**config.mk**
```make
export PLATFORM = sky130hd
export DESIGN_NAME = tid_decode
export DESIGN_NICKNAME = d
export VERILOG_FILES = /design/src/tid_pkg.sv /design/src/tid_decode.sv
export VERILOG_INCLUDE_DIRS = /design/src
export SDC_FILE = /design/constraint.sdc
export NUM_CORES = 1
export LEC_CHECK = 0
export ABC_AREA = 0
export BUFFER_PORTS_ARGS = -buffer_cell sky130_fd_sc_hd__buf_2
export CAP_MARGIN = 20
export CORE_ASPECT_RATIO = 0.8
export CORE_UTILIZATION = 32
export DETAILED_ROUTE_END_ITERATION = 6
export SYNTH_ARGS = -nofsm -noshare
export SYNTH_HDL_FRONTEND = slang
export SYNTH_SLANG_ARGS = --single-unit
```
**constraint.sdc**
```tcl
create_clock -name i_clk -period 3.2 [get_ports i_clk]
set_clock_uncertainty 0.05 [all_clocks]
set_input_delay 0.64 -clock i_clk [delete_from_list [all_inputs] [get_ports i_clk]]
set_output_delay 0.64 -clock i_clk [all_outputs]
set_load 0.01 [all_outputs]
```
**src/tid_params.svh**
```systemverilog
// Constants for the test-port instruction decode block.
// Assumes inclusion by the package, the design file and the bench.
`ifndef TID_PARAMS_SVH
`define TID_PARAMS_SVH
`define TID_IR_W        3
`define TID_IR_CAPTURE  3'h1
`define TID_IR_RESET    3'h7
`define TID_BYP_CAPTURE 1'h0
`define TID_BSC_LEN     141
`define TID_CS_LEN      5
`define TID_CLK_CELL    110
`define TID_DC_W        2
`define TID_SYNC_STAGES 2
`endif

```
**src/tid_pkg.sv**
```systemverilog
// Types for the test-port instruction decode block.
// Assumes tid_params.svh sits in the same folder.
`include "tid_params.svh"
package tid_pkg;
  typedef enum logic [2:0] {
    TID_EXTEST  = 3'h0,
    TID_PRELOAD = 3'h1,
    TID_EXT_NCC = 3'h2,
    TID_RSVD    = 3'h3,
    TID_INTEST  = 3'h4,
    TID_SAMPLE  = 3'h5,
    TID_CSSCAN  = 3'h6,
    TID_BYPASS  = 3'h7
  } tid_instr_t;
  typedef enum logic [4:0] {
    TID_P_IR   = 5'h01,
    TID_P_BYP  = 5'h02,
    TID_P_MAIN = 5'h04,
    TID_P_CS   = 5'h08,
    TID_P_NCC  = 5'h10
  } tid_path_t;
endpackage

```
**src/tid_decode.sv**
```systemverilog
// Test access port instruction register, decode and serial path selection.
// Assumes TAP controller state strobes come from logic on i_clk; the test
// clock and serial data arrive from pins and are synchronised here.
// How it works
// - Three-bit instruction register, bit 0 nearest output
// - Reserved code acts exactly as bypass
// - Extest: pins and core inputs from hold
// - Intest: outputs held, core inputs from hold
// - Sample: normal operation, boundary captured
// - Control scan: only the five subset cells shift, two drive debug
// - No-clock-cell extest omits memory clock cell
// - Bypass: single register, processor unaffected
// - Instruction capture loads fixed 001
// - Bypass bit captures zero, no effect
// - Five serial paths chosen by state and instruction
// - Control scan shifts no other cell
// - Shift/update on system clock, edge-aligned
// - Main chain 141 cells, five enable cells
`timescale 1ns/1ps
`include "tid_params.svh"
module tid_decode #(
  parameter int BSC_LEN = `TID_BSC_LEN
) (
  // Clock and reset
  input  wire logic                 i_clk,
  input  wire logic                 i_rst_n,
  // Test pins, asynchronous
  input  wire logic                 i_tck,
  input  wire logic                 i_tdi,
  // TAP controller state strobes
  input  wire logic                 i_capture_ir,
  input  wire logic                 i_shift_ir,
  input  wire logic                 i_update_ir,
  input  wire logic                 i_capture_dr,
  input  wire logic                 i_shift_dr,
  input  wire logic                 i_update_dr,
  input  wire logic                 i_tap_reset,
  // System side
  input  wire logic [BSC_LEN-1:0]   i_pin_in,
  input  wire logic [BSC_LEN-1:0]   i_core_out,
  input  wire logic [`TID_DC_W-1:0] i_debug_control_inputs,
  // Outputs
  output logic                      o_tdo,
  output logic                      o_tdo_en_n,
  output logic [BSC_LEN-1:0]        o_pin_out,
  output logic [BSC_LEN-1:0]        o_core_in,
  output logic [`TID_DC_W-1:0]      o_debug_control_inputs,
  output logic [2:0]                o_instr
);
  localparam int CS_LEN = `TID_CS_LEN;
  localparam int CC     = `TID_CLK_CELL - 1;

  // Control/status subset cell positions in the main chain (0-based)
  localparam int CS_POS [CS_LEN] = '{111, 112, 122, 123, 124};

  // Pin synchronisers
  logic [1:0] tck_s_r, tck_s_nxt, tdi_s_r, tdi_s_nxt;
  logic       tck_d_r, tck_d_nxt;
  logic       rise, fall;

  logic [2:0]          ir_sh_r, ir_sh_nxt, ir_r, ir_nxt;
  logic                byp_r, byp_nxt;
  logic [BSC_LEN-1:0]  chain_r, chain_nxt, hold_r, hold_nxt;
  logic                tdo_r, tdo_nxt, tdo_en_n_r, tdo_en_n_nxt;
  logic [BSC_LEN-1:0]  pin_out_r, pin_out_nxt, core_in_r, core_in_nxt;
  logic [`TID_DC_W-1:0] dc_r, dc_nxt;

  tid_pkg::tid_instr_t ins;
  tid_pkg::tid_path_t  path;
  logic                hold_out, hold_core, hold_dc, cap_core;

  function automatic tid_pkg::tid_instr_t canon(input logic [2:0] c);
    // Reserved and preload codes fold onto bypass
    if (c == 3'h3 || c == 3'h1) canon = tid_pkg::TID_BYPASS;
    else canon = tid_pkg::tid_instr_t'(c);
  endfunction

  always_comb begin
    ins       = canon(ir_r);
    hold_out  = 1'b0;
    hold_core = 1'b0;
    hold_dc   = 1'b0;
    cap_core  = 1'b1;
    case (ins)
      tid_pkg::TID_EXTEST, tid_pkg::TID_EXT_NCC: begin
        hold_out  = 1'b1;
        hold_core = 1'b1;
      end
      tid_pkg::TID_INTEST: begin
        hold_out  = 1'b1;
        hold_core = 1'b1;
      end
      tid_pkg::TID_SAMPLE: cap_core = 1'b1;
      tid_pkg::TID_CSSCAN: hold_dc = 1'b1;
      default: cap_core = 1'b1;
    endcase
  end

  always_comb begin
    if (i_shift_ir || i_capture_ir) path = tid_pkg::TID_P_IR;
    else case (ins)
      tid_pkg::TID_EXTEST, tid_pkg::TID_INTEST, tid_pkg::TID_SAMPLE: path = tid_pkg::TID_P_MAIN;
      tid_pkg::TID_CSSCAN:  path = tid_pkg::TID_P_CS;
      tid_pkg::TID_EXT_NCC: path = tid_pkg::TID_P_NCC;
      default:              path = tid_pkg::TID_P_BYP;
    endcase
  end

  always_comb begin
    tck_s_nxt    = {tck_s_r[0], i_tck};
    tdi_s_nxt    = {tdi_s_r[0], i_tdi};
    tck_d_nxt    = tck_s_r[1];
    rise         = tck_s_r[1] & ~tck_d_r;
    fall         = ~tck_s_r[1] & tck_d_r;
    ir_sh_nxt    = ir_sh_r;
    ir_nxt       = ir_r;
    byp_nxt      = byp_r;
    chain_nxt    = chain_r;
    hold_nxt     = hold_r;
    tdo_nxt      = tdo_r;
    tdo_en_n_nxt = tdo_en_n_r;
    if (rise) begin
      // sampling on the test clock's rising edge
      if (i_capture_ir) ir_sh_nxt = `TID_IR_CAPTURE;
      else if (i_shift_ir) ir_sh_nxt = {tdi_s_r[1], ir_sh_r[2:1]};
      if (i_update_ir) ir_nxt = ir_sh_r;
      if (i_capture_dr) begin
        byp_nxt = `TID_BYP_CAPTURE;
        if (path == tid_pkg::TID_P_CS) begin
          for (int k = 0; k < CS_LEN; k++)
            chain_nxt[CS_POS[k]] = cap_core ? i_core_out[CS_POS[k]] | i_pin_in[CS_POS[k]]
                                            : i_pin_in[CS_POS[k]];
        end else if (path != tid_pkg::TID_P_BYP) begin
          chain_nxt = i_pin_in ^ i_core_out;
        end
      end else if (i_shift_dr) begin
        case (path)
          tid_pkg::TID_P_MAIN: chain_nxt = {tdi_s_r[1], chain_r[BSC_LEN-1:1]};
          tid_pkg::TID_P_NCC: begin
            for (int k = 0; k < BSC_LEN - 1; k++)
              if (k != CC && k != CC - 1) chain_nxt[k] = chain_r[k + 1];
            chain_nxt[CC - 1]  = chain_r[CC + 1];
            chain_nxt[BSC_LEN-1] = tdi_s_r[1];
          end
          tid_pkg::TID_P_CS: begin
            for (int k = 0; k < CS_LEN - 1; k++) chain_nxt[CS_POS[k]] = chain_r[CS_POS[k+1]];
            chain_nxt[CS_POS[CS_LEN-1]] = tdi_s_r[1];
          end
          default: byp_nxt = tdi_s_r[1];
        endcase
      end
      if (i_update_dr && path != tid_pkg::TID_P_BYP) hold_nxt = chain_r;
    end
    if (fall) begin
      // output changes on the falling edge
      tdo_en_n_nxt = ~(i_shift_ir | i_shift_dr);
      case (path)
        tid_pkg::TID_P_IR:  tdo_nxt = ir_sh_r[0];
        tid_pkg::TID_P_BYP: tdo_nxt = byp_r;
        tid_pkg::TID_P_CS:  tdo_nxt = chain_r[CS_POS[0]];
        default:            tdo_nxt = chain_r[0];
      endcase
    end
    if (i_tap_reset) ir_nxt = `TID_IR_RESET;
  end

  always_comb begin
    pin_out_nxt = hold_out ? hold_r : i_core_out;
    core_in_nxt = hold_core ? hold_r : i_pin_in;
    dc_nxt      = (hold_core || hold_dc) ? {hold_r[CS_POS[1]], hold_r[CS_POS[0]]}
                                         : i_debug_control_inputs;
  end

  always_ff @(posedge i_clk) begin
    if (!i_rst_n) begin
      tck_s_r    <= 2'h0;
      tdi_s_r    <= 2'h0;
      tck_d_r    <= 1'h0;
      ir_sh_r    <= `TID_IR_CAPTURE;
      ir_r       <= `TID_IR_RESET;
      byp_r      <= 1'h0;
      chain_r    <= '0;
      hold_r     <= '0;
      tdo_r      <= 1'h0;
      tdo_en_n_r <= 1'h1;
      pin_out_r  <= '0;
      core_in_r  <= '0;
      dc_r       <= '0;
    end else begin
      tck_s_r    <= tck_s_nxt;
      tdi_s_r    <= tdi_s_nxt;
      tck_d_r    <= tck_d_nxt;
      ir_sh_r    <= ir_sh_nxt;
      ir_r       <= ir_nxt;
      byp_r      <= byp_nxt;
      chain_r    <= chain_nxt;
      hold_r     <= hold_nxt;
      tdo_r      <= tdo_nxt;
      tdo_en_n_r <= tdo_en_n_nxt;
      pin_out_r  <= pin_out_nxt;
      core_in_r  <= core_in_nxt;
      dc_r       <= dc_nxt;
    end
  end

  assign o_tdo                  = tdo_r;
  assign o_tdo_en_n             = tdo_en_n_r;
  assign o_pin_out              = pin_out_r;
  assign o_core_in              = core_in_r;
  assign o_debug_control_inputs = dc_r;
  assign o_instr                = ir_r;

  a_ir_capture: assert property (@(posedge i_clk) disable iff (!i_rst_n)
    (rise && i_capture_ir) |=> ir_sh_r == 3'h1) else $error("capture not 001");
  a_ir_shift: assert property (@(posedge i_clk) disable iff (!i_rst_n)
    (rise && i_shift_ir && !i_capture_ir) |=> ir_sh_r[2] == $past(tdi_s_r[1])
      && ir_sh_r[1:0] == $past(ir_sh_r[2:1])) else $error("ir shift order wrong");
  a_byp_zero: assert property (@(posedge i_clk) disable iff (!i_rst_n)
    (rise && i_capture_dr) |=> !byp_r) else $error("bypass capture not 0");
  a_rsvd_bypass: assert property (@(posedge i_clk) disable iff (!i_rst_n)
    (ir_r == 3'h3 && !i_shift_ir && !i_capture_ir) |-> path == tid_pkg::TID_P_BYP)
    else $error("reserved not bypass");
  a_ext_hold: assert property (@(posedge i_clk) disable iff (!i_rst_n)
    (ir_r == 3'h0) |=> o_pin_out == $past(hold_r)) else $error("extest pins not held");
  a_int_core: assert property (@(posedge i_clk) disable iff (!i_rst_n)
    (ir_r == 3'h4) |=> o_core_in == $past(hold_r)) else $error("intest core not held");
  a_samp_norm: assert property (@(posedge i_clk) disable iff (!i_rst_n)
    (ir_r == 3'h5) |=> o_pin_out == $past(i_core_out)) else $error("sample disturbs pins");
  a_byp_norm: assert property (@(posedge i_clk) disable iff (!i_rst_n)
    (ir_r == 3'h7) |=> o_core_in == $past(i_pin_in)) else $error("bypass disturbs core");
  a_cs_only: assert property (@(posedge i_clk) disable iff (!i_rst_n)
    (rise && i_shift_dr && !i_capture_dr && path == tid_pkg::TID_P_CS)
      |=> chain_r[0] == $past(chain_r[0])) else $error("non-subset cell shifted");
  a_ncc_skip: assert property (@(posedge i_clk) disable iff (!i_rst_n)
    (rise && i_shift_dr && !i_capture_dr && path == tid_pkg::TID_P_NCC)
      |=> chain_r[CC] == $past(chain_r[CC])) else $error("clock cell shifted");
  a_tdo_fall: assert property (@(posedge i_clk) disable iff (!i_rst_n)
    !fall |=> o_tdo == $past(o_tdo)) else $error("tdo changed off falling edge");
endmodule

```
After elaboration in Yosys (flattened, before gate mapping):

Cells that the tools add are included.

* bits in registers: 580
* output and inout bits: 289
* input bits: 295
* logic and storage cells: 98
* memory bits (read-only): 0
* memories: 0
* latch bits: 0
* memory bits (writable): 0

* $add $sub $neg: 0
* multipliers: 0
* magnitude comparators: 0
* bitwise operators: 13
* mux-type cells: 29
* equality and inequality tests: 16
* reduce and logical (&&, ||, !) cells: 24
* shifts and indexed selects: 0
* div/mod/pow operators: 0

Operators with widths (number)
* $mux 141: 5
* $pmux 109 s2: 1
* $xor 141x141->141: 1
* $mux 111: 1
* $mux 16: 2
* $mux 9: 2
* $pmux 5 s3: 1
* $reduce_and 5->1: 3
* $mux 3: 4
* $eq 3x3->1 const B: 3
* $reduce_or 3->1: 3
* $reduce_bool 2->1: 4
* $mux 1: 7
* $eq 3x2->1 const B: 2
* $or 1x1->1: 6
* $pmux 3 s2: 1
* $reduce_and 2->1: 3
* $reduce_bool 3->1: 2
* $eq 5x1->1 const B: 1
* $eq 5x2->1 const B: 1
* $eq 5x3->1 const B: 1
* $eq 5x4->1 const B: 1
* $eq 5x5->1 const B: 1
* $mux 5: 1
* 16 further kinds: 25

Logic depth before layout (Yosys ltp):

* word-level depth: 12
* gate-level depth with buffers: 8
* depth with buffers taken out: 5

Worst setup path before layout:

Ideal clock, no wire load.

* kind: input to register
* start point: input i_capture_dr
* end point: register chain_r[62]
* setup time: 0.071 ns
* data arrival time: 1.837 ns
* required time: 3.079 ns
* stages: 7
* path slack: 1.242 ns
* buffers on the path: 3
* path through: buf_2 nor2_1 nor2_2 buf_2 clkbuf_1 o2111ai_1 a21oi_1

* word-level cells in the longest chain between the ends: 2
* elaborated cells on any way between the ends: 6
* those cells by class: eq/ne (2); mux (1); reduce/logical (3)

RTL lines
* start, declared: line tid_decode.sv:34 `input wire logic i_capture_dr,`
* $ne 2x1->1 (no line), or another cell as far along
* $reduce_and 5->1 (no line)
* end signal, assigned: line tid_decode.sv:196 `chain_r <= chain_nxt;`
* end, declared: line tid_decode.sv:63 `logic [BSC_LEN-1:0] chain_r, chain_nxt, hold_r, hold_nxt;`

Parallel ways exist; a longest one is shown, timed or not.
A chain may end at the register's enable or synchronous reset.

Final worst setup path:

* start point: register ir_r[1] (netlist: o_instr[1])
* end point: register chain_r[108]

* word-level cells in the longest chain between the ends: 11
* elaborated cells on any way between the ends: 23
* those cells by class: eq/ne (12); mux (6); reduce/logical (5)

RTL lines
* start, declared: line tid_decode.sv:61 `logic [2:0] ir_sh_r, ir_sh_nxt, ir_r, ir_nxt;`
* start signal, assigned: line tid_decode.sv:180 `` ir_r <= `TID_IR_RESET; ``
* start signal, assigned: line tid_decode.sv:194 `ir_r <= ir_nxt;`
* $eq 3x2->1 or $eq 3x1->1 (tied branches): line tid_decode.sv:74 `if (c == 3'h3 || c == 3'h1) canon = tid_pkg::TID_BYPASS;`
* $logic_or 1x1->1: line tid_decode.sv:74
* $mux 3 (*): line tid_decode.sv:74
* $eq 3x3->1 or $logic_not 3->1 (tied branches): line tid_decode.sv:101 `else case (ins)`
* $reduce_or 3->1: line tid_decode.sv:101
* $pmux 5 s3 (*): line tid_decode.sv:101
* $mux 5 (*): line tid_decode.sv:100 `if (i_shift_ir || i_capture_ir) path = tid_pkg::TID_P_IR;`
* $eq 5x5->1 or $eq 5x3->1 (tied branches): line tid_decode.sv:137 `case (path)`
* $pmux 109 s2: line tid_decode.sv:137
* $mux 141: line tid_decode.sv:136 `end else if (i_shift_dr) begin`
* $mux 141: line tid_decode.sv:127 `if (i_capture_dr) begin`

Every way passes the cells marked *; elsewhere a longest branch is shown, timed or not. The select of a mux whose other input is x is not followed.

==> results_dict.tcl <==
set metrics [dict create \
    routed-wl-met3_microns 4280 \
    totalWireLength_microns 70100 \
    cts_buffers 59 \
    dp_hpwl_microns 47100 \
    grt_use_total 0.189 \
    setup_viol 0 \
    crit_buf_inv 1 \
    cts_tree "yes" \
    grt_pass1_vias 19718 \
    startpoint_type "flop" \
    tightest_slew_ns 0.773 \
    final_cell_area_sq_um 28100 \
    cts_resized 0 \
    seq_area_sq_um 11600 \
    hold_depth 2 \
    dieArea_sq_um 71000 \
    drc_errors 0 \
    synth_top_area_share 0.519 \
    clock_sinks 580 \
    critPathCaptureType "flop" \
    synth_area_sq_um 22400 \
    drv_slew 0 \
    async_flop_share 0 \
    peakVddDrop_mv 0.381 \
    wl_met1_microns 32100 \
    fp.dieW_microns 298 \
    yosys-top-cells-area "dfxtp_1, nand2_1, a21oi_1" \
    cp_slowest_cell "mux2_8" \
    clk_pin_slew_ns 0.06 \
    avgSynthCellArea_sq_um 8.20 \
    cts_setup_buffers 0 \
    timing.final.crit_share 0.745 \
    rows 86 \
    firstDrtPassIters 6 \
    grt_pass1_wl_microns 110000 \
    multi_input_area_sq_um 9780 \
    dp.cells 4045 \
    synth_nets 3029 \
    layout_common_cells "nand2_1, buf_2, dfxtp_1, a21oi_1, o21ai_0" \
    antenna_found_initial 5 \
    fin_cells 4157 \
    die_h_microns 239 \
    max_cap_viol_count 0 \
    pwr_density_cell_nw_per_um2 572 \
    cts_buffer_depth 3 \
    max_freq_mhz 419 \
    portBuffers 583 \
    syn_inst 2729 \
    hold_viol_final 0 \
    maxUsedRoutingLayer "met4" \
    rsz0062_at_grt "false" \
    place_congestion 0.842 \
    yosysTopAreaCell "dfxtp_1" \
    setup_tns_ns 0 \
    pre_cts_ws_ns 0.566 \
    cts_root_buf "clkbuf_16" \
    power.leakage_nw 11.6 \
    drive_gt1_frac 0.229 \
    final_common_cell "nand2_1" \
    worstPathRequired_ns 3.65 \
    status "finished, final reports clean" \
    hold_path_class "in -> reg" \
    synth_edf_count 0 \
    grt_max_degree 161 \
    drt_iter0_drc 1604 \
    cpLargestDelayFamily "multiplexers" \
    post_dp_cell_area_sq_um 26100 \
    clk_latency_ns 0.62 \
    initial_core_util 0.324 \
    synth_ff_type "dfxtp_1" \
    r2r_cells 5 \
    wl_per_cell_microns 16.9 \
    overflow 0 \
    ys_seq_area_frac 0.519 \
    ant_nets 0 \
    worst_ep_arrival_time_ns 2.84 \
    io_pins 584 \
    ys_warn_count 0 \
    path_cells "mux2i_2 > mux2_8 > buf_4 > nand2_1 > a32o_1" \
    nets 3482 \
    num_vias 20520 \
    power_mw 16.1 \
    cp.depth 5 \
    h-tree-depth 2 \
    cts_hold_buf 0 \
    critical-path-max-stage-delay_ns 0.68 \
    slew_headroom 0.485 \
    coreArea_sq_um 69000 \
    syn_to_final_growth_pct 25.5 \
    vias_per_cell 4.94 \
    worstPathMaxFanout 87 \
    setup_slack_ns 0.814 \
    fin_crit_ns 2.39 \
    fillers 7023 \
    synth_cell_type_count 45 \
    ys_ff_latch 580 \
    wl_met2_microns 32200 \
    crit_type "reg -> reg" \
]
-- cells by family (layout without fill, tap and decap cells) --
kind of cell | Yosys count | count (layout) | synth area share
fa+ha+maj | 5 | 5 | 0.00280
simple gates | 886 | 886 | 0.153
xor+xnor | 136 | 136 | 0.0532
buf+inv | 249 | 748 | 0.0469
mux | 9 | 9 | 0.00593
compound gates | 864 | 864 | 0.219
flops | 580 | 580 | 0.519
other cells | 0 | 5 | 0
-- power by group --
group	switching (mW)	internal, mW
Clock	2.98	4.09
Sequential	0.0710	7.44
Combinational	0.918	0.572
Total	3.97	12.1
-- worst register-to-register path, cell delays in order (launching register included) --
cell and delay [ns]:
dfxtp_1 0.42, mux2i_2 0.37, mux2_8 0.68, buf_4 0.41, nand2_1 0.09, a32o_1 0.26
-- per-stage QoR --
step	util	hold slack, ns
4_1_cts	0.407	0.129
5_1_grt	0.407	0.155
3_3_place_gp	0.378	0.367
2_1_floorplan	-	0.362
3_5_place_dp	0.378	0.373
6_report	0.407	0.183
-- worst paths after layout --
kind                            startpoint            to  slack (ns)
worst max-delay path            o_instr[1]  chain_r[108]        0.81
worst min-delay path                 i_tdi    tdi_s_r[0]        0.18
worst max register to register  o_instr[1]  chain_r[108]        0.81
worst min register to register  tck_s_r[0]    tck_s_r[1]        0.38
-- layer usage --
metal	vias to the layer above	global-route usage
met5	-	0
met3	97	0.0413
met1	9638	0.259
li1	10179	-
met4	0	0.0512
met2	606	0.301
-- layout make-up --
cell class	instances	share of cell area
Antenna cell	5	0.000445
Inverter	15	0.00227
Timing Repair Buffer	626	0.124
Multi-Input combinational cell	1900	0.348
Clock buffer	87	0.0620
Tap cell	924	0.0412
Clock inverter	20	0.00851
Sequential cell	580	0.413
-- synth_stat cells, types with 6 or more instances --
master and count:
dfxtp_1 580, buf_2 46, inv_1 14, o2111ai_1 134
a21oi_1 562, xnor2_1 136, nand2_1 848, buf_1 15
nor2_1 6, clkbuf_1 164, buf_6 6, nand3_1 7
o21ai_0 145
-- registers in the layout, indices dropped and copies added (netlist names), 3 cells and up --
| signal | count |
|---|---|
| o_core_in | 141 |
| hold_r | 141 |
| o_instr | 3 |
| o_pin_out | 141 |
| chain_r | 141 |
| ir_sh_r | 3 |
No activity file was read; power rests on OpenSTA's default activity.
